$ cat src/rtl/alarm_seq_pkg.sv
/*
 * alarm_seq_pkg: constants, states and carrier structs for the alarm
 * dial-out sequencer.
 * Assumes a single 40 MHz clock; every interval is counted in base ticks.
 */
package alarm_seq_pkg;

    // ------------------------------------------------------------------
    // register map (word addresses on the plain register port)
    // ------------------------------------------------------------------
    localparam logic [3:0] ADDR_CTRL       = 4'h0;  // mute, ack
    localparam logic [3:0] ADDR_PERSIST    = 4'h1;  // persistence window, ticks
    localparam logic [3:0] ADDR_PREDIAL    = 4'h2;  // pre-dial hold, ticks
    localparam logic [3:0] ADDR_INTERDIAL  = 4'h3;  // inter-dial wait, ticks
    localparam logic [3:0] ADDR_REPEAT     = 4'h4;  // message repeats per call
    localparam logic [3:0] ADDR_MAXCALLS   = 4'h5;  // dial attempt limit
    localparam logic [3:0] ADDR_NUMSEL     = 4'h6;  // selected numbers mask
    localparam logic [3:0] ADDR_STATUS     = 4'h7;  // state and counters

    // ------------------------------------------------------------------
    // field positions
    // ------------------------------------------------------------------
    localparam int CTRL_MUTE_BIT = 0;   // site speaker silence
    localparam int CTRL_ACK_BIT  = 1;   // write 1: on-site acknowledge pulse

    // ------------------------------------------------------------------
    // widths, reset values and timing
    // ------------------------------------------------------------------
    localparam int          NUM_SLOTS       = 8;
    localparam int          SLOT_W          = 3;
    localparam int          TIME_W          = 16;
    localparam int          CNT_W           = 8;
    localparam logic [15:0] PERSIST_RST     = 16'h000A;
    localparam logic [15:0] PREDIAL_RST     = 16'h001E;
    localparam logic [15:0] INTERDIAL_RST   = 16'h003C;
    localparam logic [7:0]  REPEAT_RST      = 8'h03;
    localparam logic [7:0]  MAXCALLS_RST    = 8'h10;
    localparam logic [7:0]  NUMSEL_RST      = 8'h01;
    localparam logic [3:0]  RING_LIMIT      = 4'hA;      // rings before hang-up
    localparam int          CLK_HZ          = 40_000_000;
    localparam int          TICK_MS         = 100;       // base tick period, ms
    localparam int          TICK_CYCLES     = CLK_HZ / 1000 * TICK_MS;
    localparam int          BLINK_TICKS     = 5;         // blink half period

    // ------------------------------------------------------------------
    // types
    // ------------------------------------------------------------------
    typedef enum logic [3:0] {
        ST_IDLE, ST_ALERT, ST_PREDIAL, ST_DIAL, ST_RING, ST_RECITE,
        ST_HANGUP, ST_WAIT, ST_DONE
    } seq_state_t;

    typedef enum logic [1:0] {LED_GREEN, LED_BLINK_GREEN, LED_BLINK_RED, LED_RED} led_mode_t;

    // line side events from the call progress detector and the voice player
    typedef struct packed {
        logic ring;       // one ring cadence ended
        logic busy;       // busy tone detected
        logic answered;   // far end picked up
        logic msg_done;   // voice player finished one message
    } line_ev_t;

    // line side commands
    typedef struct packed {
        logic                off_hook;
        logic                dial;       // pulse: dial slot
        logic [SLOT_W-1:0]   slot;
        logic                play_msg;   // pulse: recite one message
        logic                ask_ack;    // level during recitation
    } line_cmd_t;

endpackage

$ cat src/rtl/alarm_dialout_sequencer.sv
/*
 * alarm_dialout_sequencer: qualifies one monitored sensor input into a
 * valid alarm and runs the pre-dial hold and telephone dial-out sequence.
 * Assumes sensor and line events are synchronous one-cycle pulses/levels
 * on ref_clk_in and that the voice player and dialer act on its pulses.
 */
// Our own choices: the address map and strobed register access.
`timescale 1ns/1ps
module alarm_dialout_sequencer
(
    // clock and reset
    input  wire logic                              ref_clk_in,
    input  wire logic                              rst_in,
    // register port
    input  wire logic [3:0]                        reg_addr_in,
    input  wire logic [15:0]                       reg_wdata_in,
    input  wire logic                              reg_wr_in,
    input  wire logic                              reg_rd_in,
    output logic      [15:0]                       reg_rdata_out,
    // sensor side
    input  wire logic                              sensor_abnormal_in,
    // line and voice side
    input  wire alarm_seq_pkg::line_ev_t           line_ev_in,
    output alarm_seq_pkg::line_cmd_t               line_cmd_out,
    output logic                                   speaker_on_out,
    // indicator
    output logic                                   led_green_out,
    output logic                                   led_red_out
);

    // ------------------------------------------------------------------
    // registers
    // ------------------------------------------------------------------
    alarm_seq_pkg::seq_state_t                state_q;
    logic [15:0]                              persist_q, predial_q, interdial_q;
    logic [7:0]                               repeat_q, maxcalls_q, numsel_q;
    logic                                     mute_q;
    logic                                     acked_q;
    logic [31:0]                              tick_cnt_q;
    logic                                     tick_q;
    logic [15:0]                              timer_q;
    logic [3:0]                               rings_q;
    logic [7:0]                               reps_q;
    logic [7:0]                               calls_q;
    logic [alarm_seq_pkg::SLOT_W-1:0]         slot_q;
    logic [3:0]                               blink_cnt_q;
    logic                                     blink_q;
    logic                                     ack_pulse;
    logic [alarm_seq_pkg::SLOT_W-1:0]         next_slot;
    logic [alarm_seq_pkg::SLOT_W-1:0]         first_slot;
    logic                                     call_limit_hit;

    assign ack_pulse = reg_wr_in && (reg_addr_in == alarm_seq_pkg::ADDR_CTRL)
                       && reg_wdata_in[alarm_seq_pkg::CTRL_ACK_BIT];

    // ------------------------------------------------------------------
    // register writes
    // ------------------------------------------------------------------
    // configuration storage; ack bit is a pulse and is not kept
    always_ff @(posedge ref_clk_in or posedge rst_in)
    begin
        if (rst_in)
        begin
            mute_q      <= 1'b0;
            persist_q   <= alarm_seq_pkg::PERSIST_RST;
            predial_q   <= alarm_seq_pkg::PREDIAL_RST;
            interdial_q <= alarm_seq_pkg::INTERDIAL_RST;
            repeat_q    <= alarm_seq_pkg::REPEAT_RST;
            maxcalls_q  <= alarm_seq_pkg::MAXCALLS_RST;
            numsel_q    <= alarm_seq_pkg::NUMSEL_RST;
        end
        else if (reg_wr_in)
        begin
            unique case (reg_addr_in)
                alarm_seq_pkg::ADDR_CTRL:      mute_q      <= reg_wdata_in[alarm_seq_pkg::CTRL_MUTE_BIT];
                alarm_seq_pkg::ADDR_PERSIST:   persist_q   <= reg_wdata_in;
                alarm_seq_pkg::ADDR_PREDIAL:   predial_q   <= reg_wdata_in;
                alarm_seq_pkg::ADDR_INTERDIAL: interdial_q <= reg_wdata_in;
                alarm_seq_pkg::ADDR_REPEAT:    repeat_q    <= reg_wdata_in[7:0];
                alarm_seq_pkg::ADDR_MAXCALLS:  maxcalls_q  <= reg_wdata_in[7:0];
                alarm_seq_pkg::ADDR_NUMSEL:    numsel_q    <= reg_wdata_in[7:0];
                default:                       ;
            endcase
        end
    end

    // read data one cycle after the strobe, zero for unmapped addresses
    always_ff @(posedge ref_clk_in or posedge rst_in)
    begin
        if (rst_in)
            reg_rdata_out <= 16'h0000;
        else if (reg_rd_in)
        begin
            unique case (reg_addr_in)
                alarm_seq_pkg::ADDR_CTRL:      reg_rdata_out <= {15'h0000, mute_q};
                alarm_seq_pkg::ADDR_PERSIST:   reg_rdata_out <= persist_q;
                alarm_seq_pkg::ADDR_PREDIAL:   reg_rdata_out <= predial_q;
                alarm_seq_pkg::ADDR_INTERDIAL: reg_rdata_out <= interdial_q;
                alarm_seq_pkg::ADDR_REPEAT:    reg_rdata_out <= {8'h00, repeat_q};
                alarm_seq_pkg::ADDR_MAXCALLS:  reg_rdata_out <= {8'h00, maxcalls_q};
                alarm_seq_pkg::ADDR_NUMSEL:    reg_rdata_out <= {8'h00, numsel_q};
                alarm_seq_pkg::ADDR_STATUS:    reg_rdata_out <= {state_q, acked_q, slot_q, calls_q};
                default:                       reg_rdata_out <= 16'h0000;
            endcase
        end
        else
            reg_rdata_out <= 16'h0000;
    end

    // ------------------------------------------------------------------
    // time base
    // ------------------------------------------------------------------
    // one shared tick so every programmed interval uses the same unit
    always_ff @(posedge ref_clk_in or posedge rst_in)
    begin
        if (rst_in)
        begin
            tick_cnt_q <= 32'h00000000;
            tick_q     <= 1'b0;
        end
        else if (tick_cnt_q == 32'(alarm_seq_pkg::TICK_CYCLES - 1))
        begin
            tick_cnt_q <= 32'h00000000;
            tick_q     <= 1'b1;
        end
        else
        begin
            tick_cnt_q <= tick_cnt_q + 32'h00000001;
            tick_q     <= 1'b0;
        end
    end

    // blink phase for the indicator
    always_ff @(posedge ref_clk_in or posedge rst_in)
    begin
        if (rst_in)
        begin
            blink_cnt_q <= 4'h0;
            blink_q     <= 1'b0;
        end
        else if (tick_q)
        begin
            if (blink_cnt_q == 4'(alarm_seq_pkg::BLINK_TICKS - 1))
            begin
                blink_cnt_q <= 4'h0;
                blink_q     <= ~blink_q;
            end
            else
                blink_cnt_q <= blink_cnt_q + 4'h1;
        end
    end

    // ------------------------------------------------------------------
    // number selection
    // ------------------------------------------------------------------
    // next selected slot after slot_q, wrapping; first selected slot
    always_comb
    begin
        next_slot  = slot_q;
        first_slot = '0;
        for (int i = alarm_seq_pkg::NUM_SLOTS - 1; i >= 0; i--)
            if (numsel_q[i])
                first_slot = alarm_seq_pkg::SLOT_W'(i);
        for (int k = alarm_seq_pkg::NUM_SLOTS; k >= 1; k--)
            if (numsel_q[alarm_seq_pkg::SLOT_W'(32'(slot_q) + k)])
                next_slot = alarm_seq_pkg::SLOT_W'(32'(slot_q) + k);
    end

    assign call_limit_hit = (calls_q >= maxcalls_q);

    // ------------------------------------------------------------------
    // sequencer
    // ------------------------------------------------------------------
    // one state machine covers qualification, hold and dial-out
    always_ff @(posedge ref_clk_in or posedge rst_in)
    begin
        if (rst_in)
        begin
            state_q <= alarm_seq_pkg::ST_IDLE;
            timer_q <= 16'h0000;
            rings_q <= 4'h0;
            reps_q  <= 8'h00;
            calls_q <= 8'h00;
            slot_q  <= '0;
            acked_q <= 1'b0;
        end
        else
        begin
            unique case (state_q)
                alarm_seq_pkg::ST_IDLE:
                    if (sensor_abnormal_in)
                    begin
                        state_q <= alarm_seq_pkg::ST_ALERT;
                        timer_q <= 16'h0000;
                        acked_q <= 1'b0;
                    end
                alarm_seq_pkg::ST_ALERT:
                    if (!sensor_abnormal_in)
                        state_q <= alarm_seq_pkg::ST_IDLE;
                    else if (timer_q >= persist_q)
                    begin
                        timer_q <= 16'h0000;
                        if (predial_q == 16'h0000)
                        begin
                            state_q <= alarm_seq_pkg::ST_DIAL;
                            slot_q  <= first_slot;
                            calls_q <= 8'h00;
                        end
                        else
                            state_q <= alarm_seq_pkg::ST_PREDIAL;
                    end
                    else if (tick_q)
                        timer_q <= timer_q + 16'h0001;
                alarm_seq_pkg::ST_PREDIAL:
                    if (ack_pulse)
                    begin
                        acked_q <= 1'b1;
                        state_q <= alarm_seq_pkg::ST_DONE;
                    end
                    else if (timer_q >= predial_q)
                    begin
                        state_q <= alarm_seq_pkg::ST_DIAL;
                        slot_q  <= first_slot;
                        calls_q <= 8'h00;
                    end
                    else if (tick_q)
                        timer_q <= timer_q + 16'h0001;
                alarm_seq_pkg::ST_DIAL:
                    if (call_limit_hit)
                    begin
                        acked_q <= 1'b1;
                        state_q <= alarm_seq_pkg::ST_DONE;
                    end
                    else
                    begin
                        calls_q <= calls_q + 8'h01;
                        rings_q <= 4'h0;
                        state_q <= alarm_seq_pkg::ST_RING;
                    end
                alarm_seq_pkg::ST_RING:
                    if (line_ev_in.answered)
                    begin
                        reps_q  <= 8'h00;
                        state_q <= (repeat_q == 8'h00) ? alarm_seq_pkg::ST_HANGUP
                                                       : alarm_seq_pkg::ST_RECITE;
                    end
                    else if (line_ev_in.busy)
                        state_q <= alarm_seq_pkg::ST_HANGUP;
                    else if (line_ev_in.ring)
                    begin
                        if (rings_q == alarm_seq_pkg::RING_LIMIT - 4'h1)
                            state_q <= alarm_seq_pkg::ST_HANGUP;
                        rings_q <= rings_q + 4'h1;
                    end
                alarm_seq_pkg::ST_RECITE:
                    if (line_ev_in.msg_done)
                    begin
                        reps_q <= reps_q + 8'h01;
                        if (reps_q + 8'h01 >= repeat_q)
                        begin
                            acked_q <= 1'b1;
                            state_q <= alarm_seq_pkg::ST_HANGUP;
                        end
                    end
                alarm_seq_pkg::ST_HANGUP:
                begin
                    timer_q <= 16'h0000;
                    state_q <= acked_q ? alarm_seq_pkg::ST_DONE : alarm_seq_pkg::ST_WAIT;
                end
                alarm_seq_pkg::ST_WAIT:
                    if (timer_q >= interdial_q)
                    begin
                        slot_q  <= next_slot;
                        state_q <= alarm_seq_pkg::ST_DIAL;
                    end
                    else if (tick_q)
                        timer_q <= timer_q + 16'h0001;
                alarm_seq_pkg::ST_DONE:
                    if (!sensor_abnormal_in)
                        state_q <= alarm_seq_pkg::ST_IDLE;
                default:
                    state_q <= alarm_seq_pkg::ST_IDLE;
            endcase
        end
    end

    // ------------------------------------------------------------------
    // line, voice and indicator outputs
    // ------------------------------------------------------------------
    // line commands registered; dial and play are single-cycle pulses
    always_ff @(posedge ref_clk_in or posedge rst_in)
    begin
        if (rst_in)
        begin
            line_cmd_out   <= '0;
            speaker_on_out <= 1'b0;
        end
        else
        begin
            line_cmd_out.off_hook <= (state_q == alarm_seq_pkg::ST_RING) ||
                                     (state_q == alarm_seq_pkg::ST_RECITE);
            line_cmd_out.dial     <= (state_q == alarm_seq_pkg::ST_DIAL) && !call_limit_hit;
            line_cmd_out.slot     <= slot_q;
            // first message on answer, then one more after each finished one until repeat_q are requested
            line_cmd_out.play_msg <= ((state_q == alarm_seq_pkg::ST_RING) && line_ev_in.answered
                                      && (repeat_q != 8'h00)) ||
                                     ((state_q == alarm_seq_pkg::ST_RECITE) && line_ev_in.msg_done
                                      && (reps_q + 8'h01 < repeat_q));
            line_cmd_out.ask_ack  <= (state_q == alarm_seq_pkg::ST_RECITE) && !acked_q;
            speaker_on_out        <= (state_q == alarm_seq_pkg::ST_PREDIAL) && !mute_q;
        end
    end

    // indicator: green steady idle, blinking green alert, blinking red pre-dial hold and dial-out, steady red done
    always_ff @(posedge ref_clk_in or posedge rst_in)
    begin
        if (rst_in)
        begin
            led_green_out <= 1'b1;
            led_red_out   <= 1'b0;
        end
        else
        begin
            led_green_out <= (state_q == alarm_seq_pkg::ST_IDLE) ||
                             ((state_q == alarm_seq_pkg::ST_ALERT) && blink_q);
            led_red_out   <= (state_q == alarm_seq_pkg::ST_DONE) ||
                             ((state_q != alarm_seq_pkg::ST_IDLE) &&
                              (state_q != alarm_seq_pkg::ST_ALERT) && blink_q);
        end
    end

endmodule

$ cat config.mk
export PLATFORM = sky130hd
export DESIGN_NAME = alarm_dialout_sequencer
export DESIGN_NICKNAME = d
export VERILOG_FILES = /design/src/rtl/alarm_seq_pkg.sv /design/src/rtl/alarm_dialout_sequencer.sv
export SDC_FILE = /design/constraint.sdc
export NUM_CORES = 1
export LEC_CHECK = 0
export ABC_AREA = 1
export BUFFER_PORTS_ARGS = -buffer_cell sky130_fd_sc_hd__buf_2
export CAP_MARGIN = 5
export CORE_ASPECT_RATIO = 1.2
export CORE_MARGIN = 1.5
export CORE_UTILIZATION = 40
export DETAILED_ROUTE_END_ITERATION = 12
export REMOVE_ABC_BUFFERS = 1
export SLEW_MARGIN = 10
export SYNTH_ARGS = -nofsm -noshare
export SYNTH_HDL_FRONTEND = slang
export SYNTH_SLANG_ARGS = --single-unit
$ cat constraint.sdc
create_clock -name ref_clk_in -period 7 [get_ports ref_clk_in]
set_input_delay 0.35 -clock ref_clk_in [delete_from_list [all_inputs] [get_ports ref_clk_in]]
set_output_delay 0.35 -clock ref_clk_in [all_outputs]
set_load 0.005 [all_outputs]
**Word level (Yosys, flattened, before mapping)**

Cells that the tools add are included.

- Register bits after elaboration: 181
- Bits in latches: 0
- Bits in writable memories: 0
- Memory bits (read-only): 0
- Input port bits: 29
- Word-level logic and storage cells: 236
- Memories: 0

- $add $sub $neg: 14
- Multiply operators: 0
- Div/mod/pow operators: 0
- Magnitude comparators: 14
- Equality and inequality tests: 43
- Shift operators: 0
- Muxes and demuxes: 91
- Bitwise logic cells: 1
- Reduce and logical (&&, ||, !) cells: 46

Operators with widths:

| kind | number |
|---|---|
| $mux W16 | 8 |
| $pmux W16 S8 | 1 |
| $mux W4 | 20 |
| $pmux W16 S5 | 1 |
| $mux W3 | 22 |
| $mux W8 | 8 |
| $ge A16 B16 Y1 | 3 |
| $ne A2 B2 Y1 const B | 19 |
| $eq A4 B3 Y1 const B | 9 |
| $pmux W4 S9 | 1 |
| $add A32 B1 Y32 const B | 1 |
| $eq A32 B22 Y1 const B | 1 |
| $lt A3 B4 Y1 const B | 8 |
| $mux W32 | 1 |
| $bmux W1 S3 | 8 |
| $pmux W8 S3 | 1 |
| $add A16 B1 Y16 const B | 1 |
| $add A8 B1 Y8 const B | 2 |
| $eq A4 B2 Y1 const B | 4 |
| $ge A8 B8 Y1 | 2 |
| $logic_not A16 Y1 | 1 |
| $pmux W8 S2 | 1 |
| $reduce_and A2 Y1 | 8 |
| $mux W1 | 15 |
| 32 further kinds | 63 |

**Longest topological paths before layout**

Gate-level depths: netlist (run 1).

- Depth in word-level cells: 13
- Gate-level depth with buffers: 20
- Mapped depth without buffers: 20

**Worst setup path before layout (run 1)**

No wires, ideal clock.

- Path type: register -> register
- Start point: register reps_q[0]
- End point: register state_q[1]
- Library setup time: 117 ps
- Data arrival time: 2273 ps
- Required time: 6883 ps
- Slack: 4610 ps
- Stages on the path, launching flop included: 21
- Path buffers: 0
- Clock period less this slack: 2390 ps
- Cells stage by stage: dfrtp_1 > ha_1 > nand3_1 > nor2_1 > nand2_1 > xor2_1 > inv_1 > ha_1 > nand2_1 > nor2_1 > nand4_1 > nand3_1 > nand2_1 > nand2_1 > o21ai_0 > inv_1 > nand3_1 > nor2_1 > nand2_1 > nand2_1 > nand2_1

- Cells in the longest elaborated chain, start to end: 4

RTL lines:

| element | line | RTL |
|---|---|---|
| start, declared | alarm_dialout_sequencer.sv:43 | `logic [7:0] reps_q;` |
| start signal, assigned | alarm_dialout_sequencer.sv:258 | `reps_q <= reps_q + 8'h01;` |
| $add A8 B1 Y8 | alarm_dialout_sequencer.sv:259 | `if (reps_q + 8'h01 >= repeat_q)` |
| $ge A8 B8 Y1 | alarm_dialout_sequencer.sv:259 |  |
| $ne A2 B2 Y1 (no source line) | n/a |  |
| $reduce_and A9 Y1 (no source line) | n/a |  |
| end signal, assigned | alarm_dialout_sequencer.sv:262 | `state_q <= alarm_seq_pkg::ST_HANGUP;` |
| end signal, assigned | alarm_dialout_sequencer.sv:268 | `state_q <= acked_q ? alarm_seq_pkg::ST_DONE : alarm_seq_pkg::ST_WAIT;` |
| end signal, assigned | alarm_dialout_sequencer.sv:274 | `state_q <= alarm_seq_pkg::ST_DIAL;` |
| end, declared | alarm_dialout_sequencer.sv:34 | `alarm_seq_pkg::seq_state_t state_q;` |

No other way between the ends.
A chain may end at the register's enable or synchronous reset.

**Final worst setup path (run 1)**

- Start point: register maxcalls_q[4]
- End point: register calls_q[6]

- Cells in the longest elaborated chain, start to end: 3

RTL lines:

| element | line | RTL |
|---|---|---|
| start, declared | alarm_dialout_sequencer.sv:36 | `logic [7:0] repeat_q, maxcalls_q, numsel_q;` |
| start signal, assigned | alarm_dialout_sequencer.sv:69 | `maxcalls_q <= alarm_seq_pkg::MAXCALLS_RST;` |
| start signal, assigned | alarm_dialout_sequencer.sv:80 | `alarm_seq_pkg::ADDR_MAXCALLS: maxcalls_q <= reg_wdata_in[7:0];` |
| $ge A8 B8 Y1 | alarm_dialout_sequencer.sv:169 | `assign call_limit_hit = (calls_q >= maxcalls_q);` |
| $ne A2 B2 Y1 (no source line) | n/a |  |
| $reduce_and A7 Y1 (no source line) | n/a |  |
| end signal, assigned | alarm_dialout_sequencer.sv:236 | `calls_q <= calls_q + 8'h01;` |
| end, declared | alarm_dialout_sequencer.sv:44 | `logic [7:0] calls_q;` |

No other way between the ends.

==> flow_metrics.tcl, run 1 <==
set metrics [dict create \
    status "complete, no violations" \
    grt.overflow.total 0 \
    yosysWarnings 0 \
    cap_violations 0 \
    grt_start_max_net_pins 129 \
    drc 0 \
    cts.sinks 181 \
    ctsResizeCount 0 \
    n_antenna_cell 0 \
    synth_seq_cells 181 \
    powerDensity_mw_per_mm2 294 \
    vias_per_cell 5.30 \
    coreArea_sq_mm 0.0273 \
    crit_required_ps 7370 \
    clkLatencyLatePin_ps 440 \
    nNetsFinal 1602 \
    wirelength_microns 31100 \
    postCtsHoldBufs 0 \
    fin_ws_ps 4030 \
    htreeDepth 4 \
    synth_area_sq_mm 0.0112 \
    synth_compound_area_share_pct 12.6 \
    cp-start-kind "flip-flop" \
    cts_tree "done" \
    synthAdderAreaFrac_pct 8.29 \
    synthXorXnorAreaFrac_pct 3.77 \
    grt_use_total_pct 22.6 \
    clkTransAtPathRegs_ps 70 \
    finalSetupViolations 0 \
    ys_seq_area_share_pct 40.7 \
    reg2reg_to "calls_q[6]" \
    fmax_ghz 0.337 \
    fin_skew_ps 10.2 \
    drt_first_pass_iters 5 \
    num_vias 9822 \
    mostFrequentLayoutCells "323 x nand2_1, 209 x inv_1, 166 x dfrtp_1" \
    hpwl_microns 23600 \
    reg2reg_depth 11 \
    p_leak_nw 6.21 \
    worstHoldPathType "in -> async" \
    ios 55 \
    start_util_pct 41.0 \
    fillers 2740 \
    ant_nets 0 \
    dp_slack_ps 4120 \
    finalHoldViolCount 0 \
    cp_max_fo 16 \
    period_minus_slack_ps 2970 \
    slew_headroom_pct 26.9 \
    reg2reg_from "maxcalls_q[4]" \
    tns_ps 0 \
    synthArstFlopShare_pct 100 \
    arrival_ps 3340 \
    rsz0062_at_grt "false" \
    cts_setup_buffers 0 \
    cts-buffers-inserted 17 \
    gp_congestion 0.948 \
    grt_pass1_wl_microns 50500 \
    synth.avg_cell_area_sq_um 7.71 \
    tightest_slew_ps 1090 \
    synth_top_family_by_area "simple AND/OR/NAND/NOR gates" \
    drt_iter0_drc 621 \
    min_period_over_period_pct 42.4 \
    yosys.area_share.simple_pct 26.0 \
    synth-edff-count 0 \
    cp-end-kind "flip-flop" \
    wl_per_cell_microns 16.8 \
    synth_ff_type "dfrtp_1" \
    areaGrowthSynthToFinish_pct 10.5 \
    final_common_cell "nand2_1" \
    syn_inst 1449 \
    synth_cell_type_count 47 \
    slew_violations 0 \
    port_buffers 54 \
    synthMuxAreaShare_pct 0 \
    ctsRootBufferMaster "clkbuf_16" \
    drive_above_1_share_pct 9.79 \
    die_y_microns 186 \
    die_width_microns 156 \
    dieArea_sq_mm 0.0289 \
    clk_path_buf_depth 2 \
    grt_pass1_vias 9663 \
    ff2ff_setup_slack_ps 4030 \
    crit_type "reg -> reg" \
    antenna_found_initial 0 \
    rows 66 \
    vdd_ir_drop_max_v 0.000157 \
]
layer usage:
layer / part of all wire (%) / global-route usage [%]
met4: 4.3 / 11.3
met2: 48 / 38.9
met5: 0 / 0
met3: 4.2 / 3.12
met1: 44 / 27.9
synthesized netlist by cell type (all sizes together) (13+ instances only):
library cell  instances  area, sq um
a221oi               13          114
o22ai                29          181
nor3                 38          200
inv                 218          818
clkbuf               18         67.6
nand3                91          470
nand2               329         1260
ha                   74          926
dfstp                15          394
a21oi                55          275
xor2                 39          342
dfrtp               166         4150
o21ai               121          647
nand4                28          181
nor2                153          639
nor4                 15         93.8
flip-flops by register name, summed over array words and instances, names as in the netlist:
register / count
acked_q: 1
led_green_out: 1
repeat_q: 8
blink_cnt_q: 4
interdial_q: 16
reg_rdata_out: 16
reps_q: 8
rings_q: 4
speaker_on_out: 1
calls_q: 8
blink_q: 1
numsel_q: 8
led_red_out: 1
tick_q: 1
timer_q: 16
slot_q: 3
state_q: 4
persist_q: 16
maxcalls_q: 8
mute_q: 1
line_cmd_out: 7
tick_cnt_q: 32
predial_q: 16
critical path, stage by stage, from the launching register on:
cell	delay, ps
dfstp_2	540
inv_1	60
ha_1	280
nand2_1	60
nor2_1	50
nand4_1	70
o2111ai_1	310
a21oi_1	330
nand2_1	100
nor2_2	760
nand3_1	200
o21ai_2	110
cell families after synthesis:
kind of cell	after synthesis
compound gates	239
xor+xnor	48
fa+ha+maj	74
buf+inv	244
flops	181
simple gates	663
per-stage QoR:
stage	hold slack, ps	instance area, sq um	instances	total power, mW	utilization [%]
after CTS	145	12300	1852	3.65	45.3
final	93.9	12300	1852	3.63	45.3
after global placement	456	11700	1820	2.63	43.1
after detailed placement	461	11700	1820	2.65	43.1
after global routing	181	12300	1852	3.89	45.3
after floorplan	423	11000	1423	2.28	-
report_power, final:
part	total [mW]	switching [mW]	internal (mW)
combinational	1.29	0.870	0.418
sequential	1.36	0.159	1.20
clock	0.987	0.432	0.556
worst max-delay path by stage:
stage / startpoint / to / slack [ps] / depth (start not counted)
after floorplan: rst_in / acked_q / 1760 / 1
after global placement: maxcalls_q[3] / calls_q[6] / 4140 / 11
after detailed placement: reg_addr_in[3] / predial_q[4] / 4120 / 6
after CTS: maxcalls_q[4] / calls_q[6] / 4080 / 11
after global routing: reps_q[0] / state_q[0] / 3770 / 20
final: maxcalls_q[4] / calls_q[6] / 4030 / 11
final cells by class:
cell class                      count  area (sq um)  share of cell area [%]
Clock buffer                       21           470                    3.81
Clock inverter                     11           124                    1.00
Inverter                          218           826                    6.69
Multi-Input combinational cell   1024          5660                    45.8
Sequential cell                   181          4550                    36.9
Tap cell                          340           425                    3.45
Timing Repair Buffer               57           293                    2.37
(Power assumes the default switching activity.)
==> run 2, diff against run 1 <==
Settings changed: ABC_AREA 1 to 0.
Clock period 7 ns to 2.95 ns, I/O delays scaled along.
==> run 2 against run 1 <==
Net effect:
- clock skew fell by 1.1 ps
- total power rose to 2.5 times the previous value
- register-to-register slack got worse by 4000 ps
- wire length fell by 7.1%
- first-iteration DRC count fell by 6.3%
- maximum frequency rose by 3.2%
- clock-buffer cell count fell by 3
- critical path depth fell by 1
- synthesized cell count fell by 23%
- highest routed layer unchanged
==> flow_metrics.tcl, run 2 <==
set metrics [dict create \
    cp-end-kind "flip-flop" \
    critPathSlowestCell "or4b_1" \
    crit_path_cell_trace "ha_1, nand4_1, a211oi_2, a211o_1, a21oi_1, buf_4, a2111oi_4, o2111ai_4, or4b_1, nand2_1" \
    wl_per_cell_microns 18.7 \
    yosysWarnings 0 \
    synth_ff_type "dfrtp_1" \
    powerDensity_mw_per_mm2 737 \
    crit_start "timer_q[13]" \
    areaGrowthSynthToFinish_pct 15.7 \
    p_leak_nw 5.80 \
    nNetsFinal 1304 \
    start_util_pct 40.7 \
    mostFrequentLayoutCells "165 x dfrtp_1, 98 x nand2_1, 85 x inv_1" \
    critPathTopFamily "compound AO/OA/AOI/OAI gates" \
    cp_max_fo 8 \
    worstHoldPathType "in -> reg" \
    ios 55 \
    power_frac_seq_pct 36.2 \
    crit_required_ps 3330 \
    dp_slack_ps 25.3 \
    port_buffers 54 \
    final_common_cell "dfrtp_1" \
    dieArea_sq_mm 0.0278 \
    internal_power_mw 5.70 \
    ff2ff_setup_slack_ps 80 \
    reg2reg_from "timer_q[13]" \
    yosysMostFrequentCell "dfrtp_1" \
    cts.sinks 181 \
    grt_pass1_wl_microns 46300 \
    synth_seq_cells 181 \
    vdd_ir_drop_max_v 0.000343 \
    instances_no_fill 1549 \
    largest_reg_flops 32 \
    die_width_microns 152 \
    yosysTopAreaCellShare_pct 38.8 \
    reg2reg_depth 10 \
    fin_ws_ps 75.8 \
    reg2reg_to "calls_q[3]" \
    grt_pass1_vias 8471 \
    swShare_pct 37.6 \
    ant_nets 0 \
    clk_path_buf_depth 2 \
    cts_tree "done" \
    drt_first_pass_iters 6 \
    yosys-top-cells-area "dfrtp_1 39%, ha_1 8.7%, mux2_2 6.9%, o21ai_0 3.9%, dfstp_2 3.7%" \
    synthArstFlopShare_pct 100 \
    period_minus_slack_ps 2870 \
    min_period_over_period_pct 97.4 \
    holdWs_ps 31.1 \
    drt_iter0_drc 582 \
    synth-edff-count 0 \
    grt_start_max_net_pins 104 \
    htreeDepth 4 \
    fillers 2451 \
    cap_violations 0 \
    fmax_ghz 0.348 \
    hold_end "maxcalls_q[1]" \
    synth_area_sq_mm 0.0107 \
    ctsRootBufferMaster "clkbuf_16" \
    gp_congestion 0.912 \
    ys_seq_area_share_pct 42.5 \
    place.detailed.instances 1502 \
    clkTransAtPathRegs_ps 70 \
    critPathMaxStageDelay_ps 510 \
    rows 65 \
    fin_skew_ps 9.06 \
    cp-start-kind "flip-flop" \
    tns_ps 0 \
    finalSetupViolations 0 \
    whs_path_depth 3 \
    wirelength_microns 28900 \
    final_design_area_no_fill_sq_mm 0.0124 \
    tightest_slew_ps 906 \
    synth_top_area_cell "dfrtp_1" \
    regMostFlops "tick_cnt_q" \
    synth.avg_cell_area_sq_um 9.62 \
    crit_buf_inv 1 \
    switching_power_mw 3.43 \
    worst-path-stages 10 \
    hpwl_microns 21400 \
    power_mw 9.13 \
    syn_inst 1113 \
    clkLatencyLatePin_ps 450 \
    slew_headroom_pct 39.4 \
    placed_cell_area_sq_mm 0.0116 \
    power_frac_clock_pct 26.5 \
    finalHoldViolCount 0 \
    cts-buffers-inserted 17 \
    grt_use_total_pct 21.3 \
    final_util_pct 47.1 \
    drive_above_1_share_pct 20.2 \
    slew_violations 0 \
    n_antenna_cell 0 \
    synth_cell_type_count 73 \
    synthTopCellsByCount "166 x dfrtp_1, 98 x nand2_1, 86 x inv_1" \
    crit_type "reg -> reg" \
    antenna_found_initial 0 \
    status "complete, no violations" \
    arrival_ps 3260 \
    die_y_microns 182 \
    coreArea_sq_mm 0.0263 \
    grt.overflow.total 0 \
    drc 0 \
    vias_per_cell 5.63 \
    num_vias 8714 \
    hold_path.startpoint "reg_wdata_in[1]" \
    p_comb_share_pct 37.4 \
]
==> run 2: changes by cell type in the layout (fill, tap and decap cells not counted), sizes merged, moves of 19 or more <==
| cell | before | now |
|---|---|---|
| a22oi | 0 | 20 |
| and3 | 2 | 23 |
| buf | 57 | 105 |
| inv | 220 | 93 |
| mux2 | 0 | 66 |
| nand2 | 329 | 98 |
| nand2b | 0 | 19 |
| nand3 | 91 | 44 |
| nor2 | 153 | 70 |
| o21ai | 121 | 87 |
| o22ai | 29 | 0 |
| xor2 | 39 | 17 |
==> run 2: timing repair <==
item / 4_1_cts / 5_1_grt
setup endpoints to repair: 0 / 28
gates resized for setup: 0 / 13
buffers inserted: 0 / 5
hold buffers: 10 / 0
endpoints found under the hold margin: 113 / 0
==> run 2: power by group through the flow <==
stage | clock network, mW | logic (mW) | registers (mW)
final | 2.42 | 3.41 | 3.30
after global routing | 2.55 | 3.80 | 3.35
after CTS | 2.45 | 3.33 | 3.29
after detailed placement | 0 | 3.30 | 3.34
after global placement | 0 | 3.27 | 3.32
after floorplan | 0 | 2.13 | 3.30
==> run 2: metal layers <==
metal / vias up / global-route usage, % / wire (microns)
met5: - / 0 / 0
met4: 0 / 8.70 / 874
met3: 51 / 3.80 / 1280
met2: 222 / 36.3 / 14400
met1: 4259 / 26.7 / 12400
li1: 4182 / - / -
==> run 2: logic make-up after synthesis <==
family	after synthesis	share of synthesized area (%)
AO/OA/AOI/OAI	252	15.4
flip-flops	181	42.5
buffers and inverters	133	4.82
XOR/XNOR	40	3.27
adder cells (fa/ha/maj)	74	8.65
multiplexers	86	9.40
AND/OR/NAND/NOR	347	16.0
==> run 2: worst max path at each step <==
stage,to
global placement,timer_q[7]
finish,calls_q[3]
detailed placement,timer_q[7]
floorplan,acked_q
CTS,acked_q
global route,acked_q
==> run 2: area by class of cell <==
cell class	instances	area (sq um)	area share, %
Multi-Input combinational cell	799	5700	46.0
Sequential cell	181	4550	36.7
Timing Repair Buffer	115	766	6.18
Clock buffer	18	429	3.47
Tap cell	335	419	3.38
Inverter	87	334	2.70
Clock inverter	14	186	1.51
==> run 2: tightest hold or removal path, cell delays in order <==
cell and delay [ps]:
buf_2 160, nand2_1 60, o21ai_0 70
